<file path="src/rtl/ihd_pkg.sv">
// Package for the interrupt and halt dispatch unit: constants and carriers.
package ihd_pkg;
    localparam int unsigned DATA_W       = 32;
    localparam int unsigned IPL_W        = 5;
    localparam int unsigned NUM_GREGS    = 16;
    localparam int unsigned GREG_IDX_W   = 4;
    localparam int unsigned NUM_IRQ      = 4;
    localparam int unsigned BC_BLK_W     = 8;
    localparam int unsigned PC_PAR_W     = 8;
    localparam int unsigned PC_PAR_N     = 16;
    localparam int unsigned PC_PAR_IDX_W = 4;
    localparam int unsigned HCODE_W      = 8;

    localparam logic [IPL_W-1:0]      IPL_HALT        = 5'h1f;
    localparam logic [IPL_W-1:0]      IPL_RESET       = 5'h1f;
    localparam logic [HCODE_W-1:0]    HCODE_EXT_HALT  = 8'h02;
    localparam logic [GREG_IDX_W-1:0] GREG_PC_IDX     = 4'hf;
    localparam logic [GREG_IDX_W-1:0] GREG_SP_IDX     = 4'he;
    localparam int unsigned           PSL_IPL_LSB     = 16;
    localparam logic [DATA_W-1:0]     FW_ENTRY_DEF    = 32'h2004_0000;
    localparam logic [DATA_W-1:0]     SCB_BASE_DEF    = 32'h0000_0000;
    localparam logic [DATA_W-1:0]     PSL_RESET       = 32'h041f_0000;
    localparam logic [DATA_W-1:0]     GREG_RESET      = 32'h0000_0000;
    localparam logic [DATA_W-1:0]     VEC_STRIDE      = 32'h0000_0004;

    // Saved state captured on a halt.
    typedef struct packed {
        logic [DATA_W-1:0]  pc;
        logic [DATA_W-1:0]  processor_status_longword;
        logic               memory_mapping_enable;
        logic [HCODE_W-1:0] code;
    } ihd_halt_save_s;

    // Maskable interrupt request: level and vector offset into the control block.
    typedef struct packed {
        logic              valid;
        logic [IPL_W-1:0]  level;
        logic [DATA_W-1:0] offset;
    } ihd_irq_req_s;

    // General register write port from the instruction flow.
    typedef struct packed {
        logic                  we;
        logic [GREG_IDX_W-1:0] idx;
        logic [DATA_W-1:0]     data;
    } ihd_greg_wr_s;

    // Internal processor register access for the cache groups.
    typedef struct packed {
        logic                    bc_dealloc;
        logic [BC_BLK_W-1:0]     bc_blk;
        logic                    par_we;
        logic [PC_PAR_IDX_W-1:0] par_idx;
        logic [PC_PAR_W-1:0]     par_data;
    } ihd_ipr_wr_s;

    typedef enum logic [1:0] {
        IHD_RUN    = 2'b00,
        IHD_HALT   = 2'b01,
        IHD_VFETCH = 2'b10
    } ihd_state_e;
endpackage : ihd_pkg

</file>
<file path="src/rtl/ihd_sync2.sv">
// Two-flop synchroniser for one asynchronous line.
`timescale 1ns/100ps
`default_nettype none
module ihd_sync2
    import ihd_pkg::*;
(
    input  wire logic clk_i,
    input  wire logic rst_i,
    input  wire logic d_i,
    output var  logic q_o
);
    logic meta_reg;

    always_ff @(posedge clk_i) begin
        if (rst_i) begin
            meta_reg <= 1'b0;
            q_o      <= 1'b0;
        end else begin
            meta_reg <= d_i;
            q_o      <= meta_reg;
        end
    end
endmodule : ihd_sync2
`default_nettype wire

</file>
<file path="src/rtl/ihd_dispatch.sv">
// Interrupt and halt dispatch unit of the processor.
// Overview of operation
// - A halt saves program counter, status longword, mapping enable bit 0 and halt code.
// - A halt forces the interrupt priority level to 1F.
// - After saving and raising the level the halt jumps to the firmware entry.
// - A halt request is taken whatever the current priority level is.
// - A maskable interrupt saves program counter and status longword first.
// - A maskable interrupt sets the level to that of the interrupt taken.
// - A maskable interrupt reads its vector from the control block table and branches.
// - General register 15 is the program counter holding the next fetch address.
// - General register 14 is the stack top pointer.
// - A write to a deallocate register frees the matching backup cache block.
// - A read-write register group reaches the primary cache data parity bits.
// - The external halt line is nonmaskable at level 1F.
// - An external halt records halt code 2.
// - Sixteen general registers, 0 through 15, are provided.
`timescale 1ns/100ps
`default_nettype none
module ihd_dispatch
    import ihd_pkg::*;
#(
    parameter logic [DATA_W-1:0] FW_ENTRY = FW_ENTRY_DEF,
    parameter logic [DATA_W-1:0] SCB_BASE = SCB_BASE_DEF
)(
    input  wire logic                    clk_i,
    input  wire logic                    rst_i,
    input  wire logic                    halt_req_i,
    input  wire ihd_irq_req_s            irq_req_i,
    input  wire ihd_greg_wr_s            greg_wr_i,
    input  wire logic [DATA_W-1:0]       psl_wr_data_i,
    input  wire logic                    psl_we_i,
    input  wire logic                    memory_mapping_enable_i,
    input  wire ihd_ipr_wr_s             ipr_wr_i,
    input  wire logic [PC_PAR_IDX_W-1:0] par_rd_idx_i,
    input  wire logic                    vec_valid_i,
    input  wire logic [DATA_W-1:0]       vec_data_i,
    output var  logic                    vec_rd_o,
    output var  logic [DATA_W-1:0]       vec_addr_o,
    output var  ihd_halt_save_s          halt_save_o,
    output var  logic                    halt_taken_o,
    output var  logic                    irq_taken_o,
    output var  logic [IPL_W-1:0]        ipl_o,
    output var  logic [DATA_W-1:0]       pc_o,
    output var  logic [DATA_W-1:0]       sp_o,
    output var  logic [DATA_W-1:0]       saved_pc_o,
    output var  logic [DATA_W-1:0]       saved_psl_o,
    output var  logic                    bc_dealloc_o,
    output var  logic [BC_BLK_W-1:0]     bc_blk_o,
    output var  logic [PC_PAR_W-1:0]     par_rd_data_o
);
    // ------------------------------------------------------------------
    // Input synchronisation and state
    // ------------------------------------------------------------------
    logic                 halt_sync;
    ihd_state_e           state_reg;
    ihd_state_e           state_next;
    logic [DATA_W-1:0]    greg_reg [NUM_GREGS];
    logic [DATA_W-1:0]    psl_reg;
    logic [PC_PAR_W-1:0]  par_reg [PC_PAR_N];
    logic [IPL_W-1:0]     cur_ipl;
    logic                 halt_go;
    logic                 irq_go;

    // The halt line is asynchronous to the core, so it is synchronised first.
    ihd_sync2 u_halt_sync (
        .clk_i (clk_i),
        .rst_i (rst_i),
        .d_i   (halt_req_i),
        .q_o   (halt_sync)
    );

    assign cur_ipl = psl_reg[PSL_IPL_LSB +: IPL_W];
    assign halt_go = halt_sync && (state_reg == IHD_RUN);
    assign irq_go  = !halt_go && (state_reg == IHD_RUN) && irq_req_i.valid
                     && (irq_req_i.level > cur_ipl);

    // ------------------------------------------------------------------
    // Sequencer
    // ------------------------------------------------------------------
    always_comb begin
        state_next = state_reg;
        case (state_reg)
            IHD_RUN: begin
                if (halt_go) begin
                    state_next = IHD_HALT;
                end else if (irq_go) begin
                    state_next = IHD_VFETCH;
                end
            end
            IHD_HALT: begin
                // Firmware releases the halt by rewriting the status longword once the halt line has dropped.
                if (psl_we_i && !halt_sync) begin
                    state_next = IHD_RUN;
                end
            end
            IHD_VFETCH: begin
                if (vec_valid_i) begin
                    state_next = IHD_RUN;
                end
            end
            default: begin
                state_next = IHD_RUN;
            end
        endcase
    end

    always_ff @(posedge clk_i) begin
        if (rst_i) begin
            state_reg <= IHD_RUN;
        end else begin
            state_reg <= state_next;
        end
    end

    // ------------------------------------------------------------------
    // General registers, status longword and saved state
    // ------------------------------------------------------------------
    // Sixteen registers.
    always_ff @(posedge clk_i) begin
        if (rst_i) begin
            for (int i = 0; i < NUM_GREGS; i++) begin
                greg_reg[i] <= GREG_RESET;
            end
        end else if (halt_go) begin
            greg_reg[GREG_PC_IDX] <= FW_ENTRY;
        end else if (state_reg == IHD_VFETCH && vec_valid_i) begin
            greg_reg[GREG_PC_IDX] <= vec_data_i;
        end else if (greg_wr_i.we) begin
            greg_reg[greg_wr_i.idx] <= greg_wr_i.data;
        end
    end

    always_ff @(posedge clk_i) begin
        if (rst_i) begin
            psl_reg <= PSL_RESET;
        end else if (halt_go) begin
            psl_reg[PSL_IPL_LSB +: IPL_W] <= IPL_HALT;
        end else if (irq_go) begin
            psl_reg[PSL_IPL_LSB +: IPL_W] <= irq_req_i.level;
        end else if (psl_we_i) begin
            psl_reg <= psl_wr_data_i;
        end
    end

    always_ff @(posedge clk_i) begin
        if (rst_i) begin
            halt_save_o <= '0;
        end else if (halt_go) begin
            halt_save_o.pc    <= greg_reg[GREG_PC_IDX];
            halt_save_o.processor_status_longword   <= psl_reg;
            halt_save_o.memory_mapping_enable <= memory_mapping_enable_i;
            halt_save_o.code  <= HCODE_EXT_HALT;
        end
    end

    always_ff @(posedge clk_i) begin
        if (rst_i) begin
            saved_pc_o  <= GREG_RESET;
            saved_psl_o <= GREG_RESET;
        end else if (irq_go) begin
            saved_pc_o  <= greg_reg[GREG_PC_IDX];
            saved_psl_o <= psl_reg;
        end
    end

    // ------------------------------------------------------------------
    // Outputs and vector fetch
    // ------------------------------------------------------------------
    always_ff @(posedge clk_i) begin
        if (rst_i) begin
            halt_taken_o <= 1'b0;
            irq_taken_o  <= 1'b0;
            vec_rd_o     <= 1'b0;
            vec_addr_o   <= SCB_BASE;
            ipl_o        <= IPL_RESET;
            pc_o         <= GREG_RESET;
            sp_o         <= GREG_RESET;
        end else begin
            halt_taken_o <= halt_go;
            irq_taken_o  <= irq_go;
            if (irq_go) begin
                vec_rd_o   <= 1'b1;
                vec_addr_o <= SCB_BASE + irq_req_i.offset;
            end else if (vec_valid_i) begin
                vec_rd_o   <= 1'b0;
            end
            ipl_o <= cur_ipl;
            pc_o  <= greg_reg[GREG_PC_IDX];
            sp_o  <= greg_reg[GREG_SP_IDX];
        end
    end

    // ------------------------------------------------------------------
    // Cache internal processor registers
    // ------------------------------------------------------------------
    // Deallocate pulse.
    always_ff @(posedge clk_i) begin
        if (rst_i) begin
            bc_dealloc_o <= 1'b0;
            bc_blk_o     <= '0;
        end else begin
            bc_dealloc_o <= ipr_wr_i.bc_dealloc;
            if (ipr_wr_i.bc_dealloc) begin
                bc_blk_o <= ipr_wr_i.bc_blk;
            end
        end
    end

    always_ff @(posedge clk_i) begin
        if (rst_i) begin
            for (int i = 0; i < PC_PAR_N; i++) begin
                par_reg[i] <= '0;
            end
            par_rd_data_o <= '0;
        end else begin
            if (ipr_wr_i.par_we) begin
                par_reg[ipr_wr_i.par_idx] <= ipr_wr_i.par_data;
            end
            par_rd_data_o <= par_reg[par_rd_idx_i];
        end
    end
endmodule : ihd_dispatch
`default_nettype wire

</file>
<file path="config.mk">
export PLATFORM = sky130hd
export DESIGN_NAME = ihd_dispatch
export DESIGN_NICKNAME = d
export VERILOG_FILES = /design/src/rtl/ihd_pkg.sv /design/src/rtl/ihd_sync2.sv /design/src/rtl/ihd_dispatch.sv
export SDC_FILE = /design/constraint.sdc
export NUM_CORES = 1
export LEC_CHECK = 0
export ABC_AREA = 1
export BUFFER_PORTS_ARGS = -buffer_cell sky130_fd_sc_hd__buf_2
export CORE_ASPECT_RATIO = 1.1
export CORE_MARGIN = 2
export CORE_UTILIZATION = 25
export DETAILED_ROUTE_END_ITERATION = 8
export PLACE_DENSITY_LB_ADDON = 0.2
export SYNTH_ARGS = -nofsm -noshare
export SYNTH_HDL_FRONTEND = slang
export SYNTH_SLANG_ARGS = --single-unit
</file>
<file path="constraint.sdc">
create_clock -name clk_i -period 3.1 [get_ports clk_i]
set_input_delay 0.62 -clock clk_i [delete_from_list [all_inputs] [get_ports clk_i]]
set_output_delay 0.62 -clock clk_i [all_outputs]
set_load 0.05 [all_outputs]
</file>
==> results.json, run 1 <==
{
  "clockPowerShare": 0.416,
  "setup_ws_ps": 688.5,
  "htree_num_levels": 2,
  "viasPerCell": 4.322,
  "synth.most_common_cell": "nor2_1",
  "synth_cell_types": 31,
  "setup_viol": 0,
  "synth_edf_count": 192,
  "fmax_ghz": 0.4147,
  "ctsHoldBuffers": 0,
  "path_class": "reg -> reg",
  "critPathRequiredTime_ps": 3590,
  "cts_resized": 0,
  "synth_commonest_cells": "nor2_1, dfxtp_1, nand2_1, o21ai_0, edfxtp_1",
  "drt_iter0_markers": 828,
  "cts.sinks": 479,
  "switching_share": 0.2831,
  "maxCapViolations": 0,
  "cts_buffer_depth": 3,
  "dp_slack_ps": 514.8,
  "fp.dieH_um": 287.1,
  "area_delta_synth_final_pct": 26.95,
  "first_pass_iters": 5,
  "core_area_um2": 71910,
  "seq_area_frac_synth": 0.6320,
  "grt_pass1_vias": 14610,
  "postCtsSetupBuffers": 0,
  "outcome": "completed",
  "grt_pass1_wl_mm": 87.04,
  "fin_crit_ps": 2411,
  "avgSynthCellArea_um2": 9.170,
  "cts.clk_slew.worst_paths_ps": 60,
  "start_kind": "flop",
  "grt_max_degree": 90,
  "grt_overflow": 0,
  "antenna_found_initial": 3,
  "synth-main-ff-cell": "dfxtp_1",
  "wirelength_mm": 58.47,
  "clk_latency_ps": 610,
  "async_flop_share": 0,
  "intPower_mw": 11.29,
  "vdd_drop_max_mv": 0.3686,
  "ys_ff_latch": 479,
  "layout-drive-gt1-share": 0.2466,
  "timing.final.max_slew_violations": 0,
  "largest_reg_flops": 128,
  "die_w_um": 261.3,
  "numPortBuffers": 421,
  "ios": 429,
  "seq_power_share": 0.451,
  "rsz0062_at_grt": "no",
  "vias": 14560,
  "crit_path_max_fanout": 53,
  "period_share": 0.7779,
  "holdCritPathClass": "in -> reg",
  "gp_congestion": 0.8811,
  "start_util": 0.2533,
  "root_buffer": "clkbuf_16",
  "post-synth-top-area-cell": "edfxtp_1",
  "rows": 103,
  "worst_pin_slew_ps": 1032,
  "skew_ps": 17.41,
  "power_leakage_nw": 10.47,
  "hold_viol": 0,
  "drc": 0,
  "dpl.hpwl_mm": 41.15,
  "synthTopCellsByArea": "edfxtp_1, dfxtp_1, nor2_1, o21ai_0, nand2_1",
  "slew_headroom": 0.3123,
  "layout.nets": 2552,
  "netlist_instances": 1986,
  "arrival_ps": 2910,
  "grtUsageTotal": 0.1504,
  "synth_top_area_frac": 0.3166,
  "numCtsBuffers": 53,
  "powerDensity_nw_per_um2": 681.0,
  "power.switching_mw": 4.457,
  "p_comb_frac": 0.133,
  "tns_ps": 0,
  "ant_nets": 0,
  "cts_tree": "yes",
  "dieArea_um2": 75030,
  "end_kind": "flop",
  "ys_warn_count": 0,
  "synth_area_um2": 18210,
  "wl_per_cell_um": 17.36
}
==> final timing paths <==
check,from,to,slack [ps],depth (start not counted)
min,halt_req_i,u_halt_sync.meta_reg,230,3
min reg2reg,halt_save_o[45],halt_save_o[45],450,2
max,psl_reg[20],psl_reg[1],690,11
max reg2reg,psl_reg[20],psl_reg[1],690,11
==> metal layers <==
metal	global-route usage	share of wire	routed length (µm)	up-vias
li1	-	-	-	7149
met1	0.1925	0.43	25420	6853
met2	0.2480	0.46	27180	447
met3	0.03280	0.065	3797	105
met4	0.05540	0.035	2050	2
met5	0	0.00022	13	-
==> layout make-up <==
type	count	area [µm²]
fillers	7613	48790
flip-flops and latches	479	11510
multi-input cells	1208	5448
repair buffers	450	2440
clock buffers	71	1548
well taps	945	1182
inverters	184	695.7
clock inverters	29	291.5
diodes	2	5.005
==> worst max-delay path, cell delays in order, from the launching register on <==
cell and delay, ps:
dfxtp_1 390, inv_1 140, ha_1 340, nand2_2 120
inv_1 40, nand2_1 90, nand3_2 200, nand2_8 200
buf_4 470, nand3_1 130, nand2_1 90, nor2_1 40
==> power groups by stage <==
stage / combinational, mW / sequential, mW / clock, mW
after detailed placement: 2.11 / 7.25 / 0
after CTS: 2.11 / 7.11 / 6.72
after floorplan: 0.791 / 7.87 / 0
after global placement: 2.10 / 7.24 / 0
final: 2.09 / 7.11 / 6.55
after global routing: 2.27 / 7.15 / 6.96
==> cell usage in the layout (no fill, tap or decap), types with 7 or more instances in the layout <==
cell       Yosys  layout
a21oi_1       37      37
a22o_1        28      28
buf_12         0       9
buf_2         31     420
buf_4          8      21
clkbuf_16      0      56
clkbuf_8       0       9
clkinv_2       0      11
conb_1         1       7
dfxtp_1      287     287
edfxtp_1     192     192
inv_1        180     180
nand2_1      249     248
nand2_2       19      19
nand3_1       91      90
nand3_2       22      23
nor2_1       531     530
o21ai_0      194     194
o21ai_1       10      10
==> through the flow <==
| step | hold WS [ps] | power, mW | utilization | instance area, µm² | instances |
|---|---|---|---|---|---|
| global route | 191.6 | 16.37 | 0.3215 | 23120 | 3368 |
| CTS | 185.0 | 15.95 | 0.3215 | 23120 | 3366 |
| global placement | 430.4 | 9.335 | 0.2959 | 21280 | 3266 |
| finish | 225.9 | 15.75 | 0.3215 | 23120 | 3368 |
| detailed placement | 438.0 | 9.357 | 0.2959 | 21280 | 3266 |
| floorplan | 388.3 | 8.664 | - | 18240 | 1992 |
==> logic make-up after synthesis <==
logic type	after synthesis	synth area share
DFF	479	0.6320
adders and majority gates	5	0.003435
other	1	0.0002059
AOI/OAI and AO/OA	271	0.08100
buffers and inverters	305	0.07193
and+or+nand+nor	925	0.2114
(Power assumes the default switching activity.)
==> run 2: changes to the inputs <==
--- a/config.mk
+++ b/config.mk
@@ -5,7 +5,7 @@
 export SDC_FILE = /design/constraint.sdc
 export NUM_CORES = 1
 export LEC_CHECK = 0
-export ABC_AREA = 1
+export ABC_AREA = 0
 export BUFFER_PORTS_ARGS = -buffer_cell sky130_fd_sc_hd__buf_2
 export CORE_ASPECT_RATIO = 1.1
 export CORE_MARGIN = 2
==> constraint.sdc (replaced) <==
create_clock -name clk_i -period 2.1 [get_ports clk_i]
set_input_delay 0.42 -clock clk_i [delete_from_list [all_inputs] [get_ports clk_i]]
set_output_delay 0.42 -clock clk_i [all_outputs]
set_load 0.05 [all_outputs]
==> results.json, run 2 <==
{
  "outcome": "completed",
  "reg2reg_setup_slack_ps": 60,
  "critPathRequiredTime_ps": 2610,
  "powerDensity_nw_per_um2": 954.7,
  "synthSimpleGateAreaFrac": 0.1748,
  "grt_max_degree": 170,
  "worst_pin_slew_ps": 838.2,
  "synth-main-ff-cell": "dfxtp_1",
  "numCtsBuffers": 54,
  "cts.clk_slew.worst_paths_ps": 60,
  "synthMuxAreaShare": 0.06857,
  "synth_compound_area_frac": 0.09399,
  "holdCritPathClass": "in -> reg",
  "final_cell_mix": "buf_2, dfxtp_1, edfxtp_1",
  "period_share": 0.9712,
  "crit_end": "psl_reg[25]",
  "post-synth-top-area-cell": "edfxtp_1",
  "die_w_um": 262.7,
  "dp_slack_ps": -185.3,
  "ff_latch_area_um2": 11520,
  "wirelength_mm": 62.37,
  "ys_warn_count": 0,
  "async_flop_share": 0,
  "layout-drive-gt1-share": 0.3346,
  "netlist_instances": 1615,
  "synth.most_common_cell": "dfxtp_1",
  "cts_buffer_depth": 3,
  "dieArea_um2": 75830,
  "place_area_um2": 22220,
  "drc": 0,
  "area_delta_synth_final_pct": 33.31,
  "setup_viol": 0,
  "setup_ws_ps": 60.55,
  "grt_pass1_vias": 13620,
  "synth_top_area_frac": 0.3132,
  "ant_nets": 0,
  "first_pass_iters": 5,
  "cts_tree": "yes",
  "ios": 429,
  "layout.nets": 2252,
  "fin_crit_ps": 2039,
  "htree_num_levels": 2,
  "finalInstanceArea_um2": 24540,
  "grtUsageTotal": 0.1573,
  "avgSynthCellArea_um2": 11.40,
  "clk_latency_ps": 610,
  "multi_input_area_um2": 6487,
  "r2r-start": "psl_reg[20]",
  "maxCapViolations": 0,
  "post-route-util": 0.3362,
  "regToRegEndpoint": "psl_reg[25]",
  "synth_area_um2": 18410,
  "path_class": "reg -> reg",
  "synth_edf_count": 192,
  "synth_top_family_by_area": "simple AND/OR/NAND/NOR gates",
  "core_area_um2": 73000,
  "skew_ps": 33.45,
  "fp.dieH_um": 288.6,
  "synthXorXnorAreaFrac": 0,
  "ys_ff_latch": 479,
  "synthTopCellsByArea": "edfxtp_1, dfxtp_1, and2_1, mux4_2, a21oi_1",
  "start_util": 0.2522,
  "total_power_mw": 23.43,
  "seq_area_frac_synth": 0.6253,
  "wl_per_cell_um": 20.26,
  "vdd_drop_max_mv": 0.6672,
  "fill_cells": 7360,
  "final_common_cell": "buf_2",
  "antenna_found_initial": 9,
  "root_buffer": "clkbuf_16",
  "numPortBuffers": 421,
  "worstSetupStartpoint": "psl_reg[20]",
  "arrival_ps": 2550,
  "hp-start": "memory_mapping_enable_i",
  "viasPerCell": 4.546,
  "slew_headroom": 0.4412,
  "fmax_ghz": 0.4903,
  "r2r_cells": 9,
  "synth_cell_types": 39,
  "synth_commonest_cells": "dfxtp_1, edfxtp_1, a21oi_1, and2_1, nand2_1",
  "power_leakage_nw": 9.844,
  "dpl.hpwl_mm": 44.19,
  "synthAdderAreaFrac": 0.003398,
  "largest_reg_flops": 128,
  "gp_congestion": 0.8015,
  "hold_viol": 0,
  "end_kind": "flop",
  "vias": 14000,
  "grt_overflow": 0,
  "start_kind": "flop",
  "crit_path_max_fanout": 8,
  "grt_pass1_wl_mm": 89.79,
  "timing.final.max_slew_violations": 0,
  "cts.sinks": 479,
  "drt_iter0_markers": 984,
  "rows": 104
}
==> run 2: cell count changes after synthesis, sizes merged, moves of 102 or more <==
| cell | before | now |
|---|---|---|
| nor2 | 535 | 33 |
| inv | 183 | 8 |
| and2 | 0 | 162 |
| nand2 | 268 | 135 |
| a21oi | 38 | 165 |
| o21ai | 204 | 102 |
==> run 2: layer usage <==
layer,up-vias,track usage,routed length [µm]
met5,-,0,49
met4,8,0.05029,1836
met3,101,0.04357,4385
met2,470,0.2706,30620
met1,6846,0.1910,25480
li1,6571,-,-
==> run 2: kinds of logic after synthesis <==
| group | after synthesis |
|---|---|
| AND/OR/NAND/NOR | 599 |
| multiplexers | 76 |
| AO/OA/AOI/OAI | 312 |
| adder cells (fa/ha/maj) | 5 |
| flip-flops | 479 |
| other | 1 |
| buffers and inverters | 143 |
==> run 2: power by group <==
part           leakage, nW  switching (mW)  internal [mW]
Clock                0.904            4.05           5.87
Combinational         4.72            2.04           1.11
Sequential            4.22           0.232           10.1
Total                 9.84            6.32           17.1
==> run 2: worst min-delay path by stage <==
stage / to / cells after the start
floorplan: u_halt_sync.q_o / 1
global placement: u_halt_sync.q_o / 1
detailed placement: u_halt_sync.q_o / 1
CTS: halt_save_o[8] / 3
global route: bc_blk_o[4] / 3
finish: halt_save_o[8] / 3
==> run 2: per-stage QoR <==
stage                     hold slack, ps  TNS [ps]  cells
final                              70.41         0   3079
after global routing               44.62    -27.47   3077
after CTS                          20.95    -101.4   3061
after detailed placement           431.7    -13760   2947
after global placement             431.0    -10040   2947
after floorplan                    413.8    -451.5   1621
==> run 2: cell type report <==
class | instances | share of cell area
Timing Repair Buffer | 533 | 0.1402
Sequential cell | 479 | 0.4693
Inverter | 8 | 0.001224
Clock buffer | 67 | 0.05827
Multi-Input combinational cell | 1000 | 0.2643
Antenna cell | 3 | 0.0003059
Clock inverter | 35 | 0.01764
Tap cell | 954 | 0.04864
==> run 2: critical path, stage by stage (launching register included) <==
cell      delay (ps)
dfxtp_2          340
inv_2             50
ha_4             270
nand4_1          140
buf_4            170
o21a_4           210
a211oi_4         200
buf_6            180
buf_6            180
mux2i_1          200
==> run 2: timing repair <==
item,in CTS,in global routing
gates cloned,2,4
endpoints found under the hold margin,1,0
buffers inserted,9,12
endpoints found under the setup margin,101,128
pin swaps,2,9
hold buffers,1,0
gates resized for setup,9,31
==> run 3: changes to the inputs <==
--- a/config.mk
+++ b/config.mk
@@ -12,6 +12,7 @@
 export CORE_UTILIZATION = 25
 export DETAILED_ROUTE_END_ITERATION = 8
 export PLACE_DENSITY_LB_ADDON = 0.2
+export RECOVER_POWER = 25
 export SYNTH_ARGS = -nofsm -noshare
 export SYNTH_HDL_FRONTEND = slang
 export SYNTH_SLANG_ARGS = --single-unit
==> results.json, run 3 (synthesis gave the netlist of run 2 again) <==
{
  "htree_num_levels": 2,
  "layout.nets": 2252,
  "crit_path_top_delay_cell": "dfxtp_2",
  "viasPerCell": 4.539,
  "root_buffer": "clkbuf_16",
  "power_leakage_nw": 9.694,
  "final_common_cell": "buf_2",
  "grt_pass1_wl_mm": 89.79,
  "path_class": "reg -> reg",
  "total_power_mw": 23.42,
  "powerDensity_nw_per_um2": 957.4,
  "setup_ws_ps": 57.12,
  "cts_tree": "yes",
  "timing.hold.ws_ps": 69.68,
  "max_stage_delay_ps": 340,
  "slew_headroom": 0.1619,
  "ant_nets": 0,
  "wl_per_cell_um": 20.28,
  "ios": 429,
  "dieArea_um2": 75830,
  "largest_reg_flops": 128,
  "vdd_drop_max_mv": 0.6687,
  "vias": 13980,
  "wirelength_mm": 62.43,
  "timing.final.max_slew_violations": 0,
  "dpl.hpwl_mm": 44.19,
  "start_util": 0.2522,
  "drc": 0,
  "die_w_um": 262.7,
  "clk_latency_ps": 610,
  "fin_crit_ps": 2043,
  "setup_viol": 0,
  "hold_viol": 0,
  "outcome": "completed",
  "rows": 104,
  "gp_congestion": 0.8015,
  "start_kind": "flop",
  "fill_cells": 7377,
  "fmax_ghz": 0.4895,
  "end_kind": "flop",
  "arrival_ps": 2550,
  "drt_iter0_markers": 1011,
  "fp.dieH_um": 288.6,
  "cts_buffer_depth": 3,
  "ff_latch_area_um2": 11520,
  "antenna_found_initial": 9,
  "multi_input_area_um2": 6487,
  "skew_ps": 33.96,
  "numPortBuffers": 421,
  "maxCapViolations": 0,
  "numCtsBuffers": 54,
  "period_share": 0.9728,
  "worst_pin_slew_ps": 1257,
  "worstPathCellList": "inv_2 > ha_4 > nand4_1 > buf_4 > o21a_4 > a211oi_4 > buf_6 > buf_6 > mux2i_1",
  "place_area_um2": 22220,
  "grt_pass1_vias": 13620,
  "first_pass_iters": 7,
  "crit_path_max_fanout": 8,
  "core_area_um2": 73000,
  "grt_max_degree": 170,
  "finalInstanceArea_um2": 24460,
  "dp.cells": 2947,
  "grtUsageTotal": 0.1573,
  "grt_overflow": 0,
  "final_cell_mix": "buf_2, dfxtp_1, edfxtp_1",
  "layout-drive-gt1-share": 0.3233,
  "final_cell_count_no_fill": 3079,
  "cts.clk_slew.worst_paths_ps": 60,
  "critPathRequiredTime_ps": 2610,
  "dp_slack_ps": -185.3,
  "area_delta_synth_final_pct": 32.86,
  "cpMostUsedCell": "buf_6",
  "holdCritPathClass": "in -> reg",
  "cts.sinks": 479
}
run 3: changes by cell type in the layout (fill, tap and decap cells not counted):
cell / change
buf_12: -1
buf_8: -1
buf_4: -17
buf_6: +1
or2_0: +7
and2_0: +57
or2_2: -7
and2_1: -57
clkbuf_1: +17
clkbuf_2: +1
run 3: what timing repair did:
action / in CTS / in global routing
endpoints found under the setup margin: 101 / 128
pin swaps: 2 / 9
gates cloned: 2 / 4
setup buffers: 9 / 12
gates resized for setup: 9 / 31
hold endpoints to repair: 1 / 0
hold buffers: 1 / 0
run 3: per-layer routing:
metal,wire [µm],global-route usage
met1,25470,0.1910
met3,4375,0.04357
met4,1839,0.05029
met2,30690,0.2706
met5,53,0
run 3: through the flow:
step / utilization / setup TNS, ps
after floorplan: - / -451.5
after global routing: 0.3350 / -27.47
after global placement: 0.3044 / -10040
after detailed placement: 0.3044 / -13760
after CTS: 0.3321 / -101.4
final: 0.3351 / 0
run 3: power breakdown:
part / leakage [nW] / switching (mW) / total [mW] / internal, mW
combinational: 4.57 / 2.04 / 3.14 / 1.10
sequential: 4.22 / 0.232 / 10.4 / 10.1
clock: 0.904 / 4.04 / 9.91 / 5.87
run 3: worst paths after layout:
| kind | cells past startpoint | startpoint | endpoint | slack [ps] |
|---|---|---|---|---|
| worst max-delay path | 9 | psl_reg[20] | psl_reg[25] | 60 |
| worst min-delay path | 3 | memory_mapping_enable_i | halt_save_o[8] | 70 |
| worst max register to register | 9 | psl_reg[20] | psl_reg[25] | 60 |
| worst min register to register | 1 | u_halt_sync.meta_reg | u_halt_sync.q_o | 440 |
run 3: area by class of cell:
cell class / instances / area share
antenna: 3 / 0.0003069
clock buffer: 67 / 0.05847
clock inverter: 35 / 0.01770
inverter: 8 / 0.001228
multi-input combinational: 1000 / 0.2652
sequential: 479 / 0.4709
tap: 954 / 0.04880
timing repair buffer: 533 / 0.1373
run 3: worst max-delay path, delay by kind of cell, from the launching register on:
kind / cells / cell delay [ps]
AOI/OAI and AO/OA: 2 / 410
adders and majority gates: 1 / 270
buffers and inverters: 4 / 580
DFF: 1 / 340
muxes: 1 / 200
and+or+nand+nor: 1 / 140
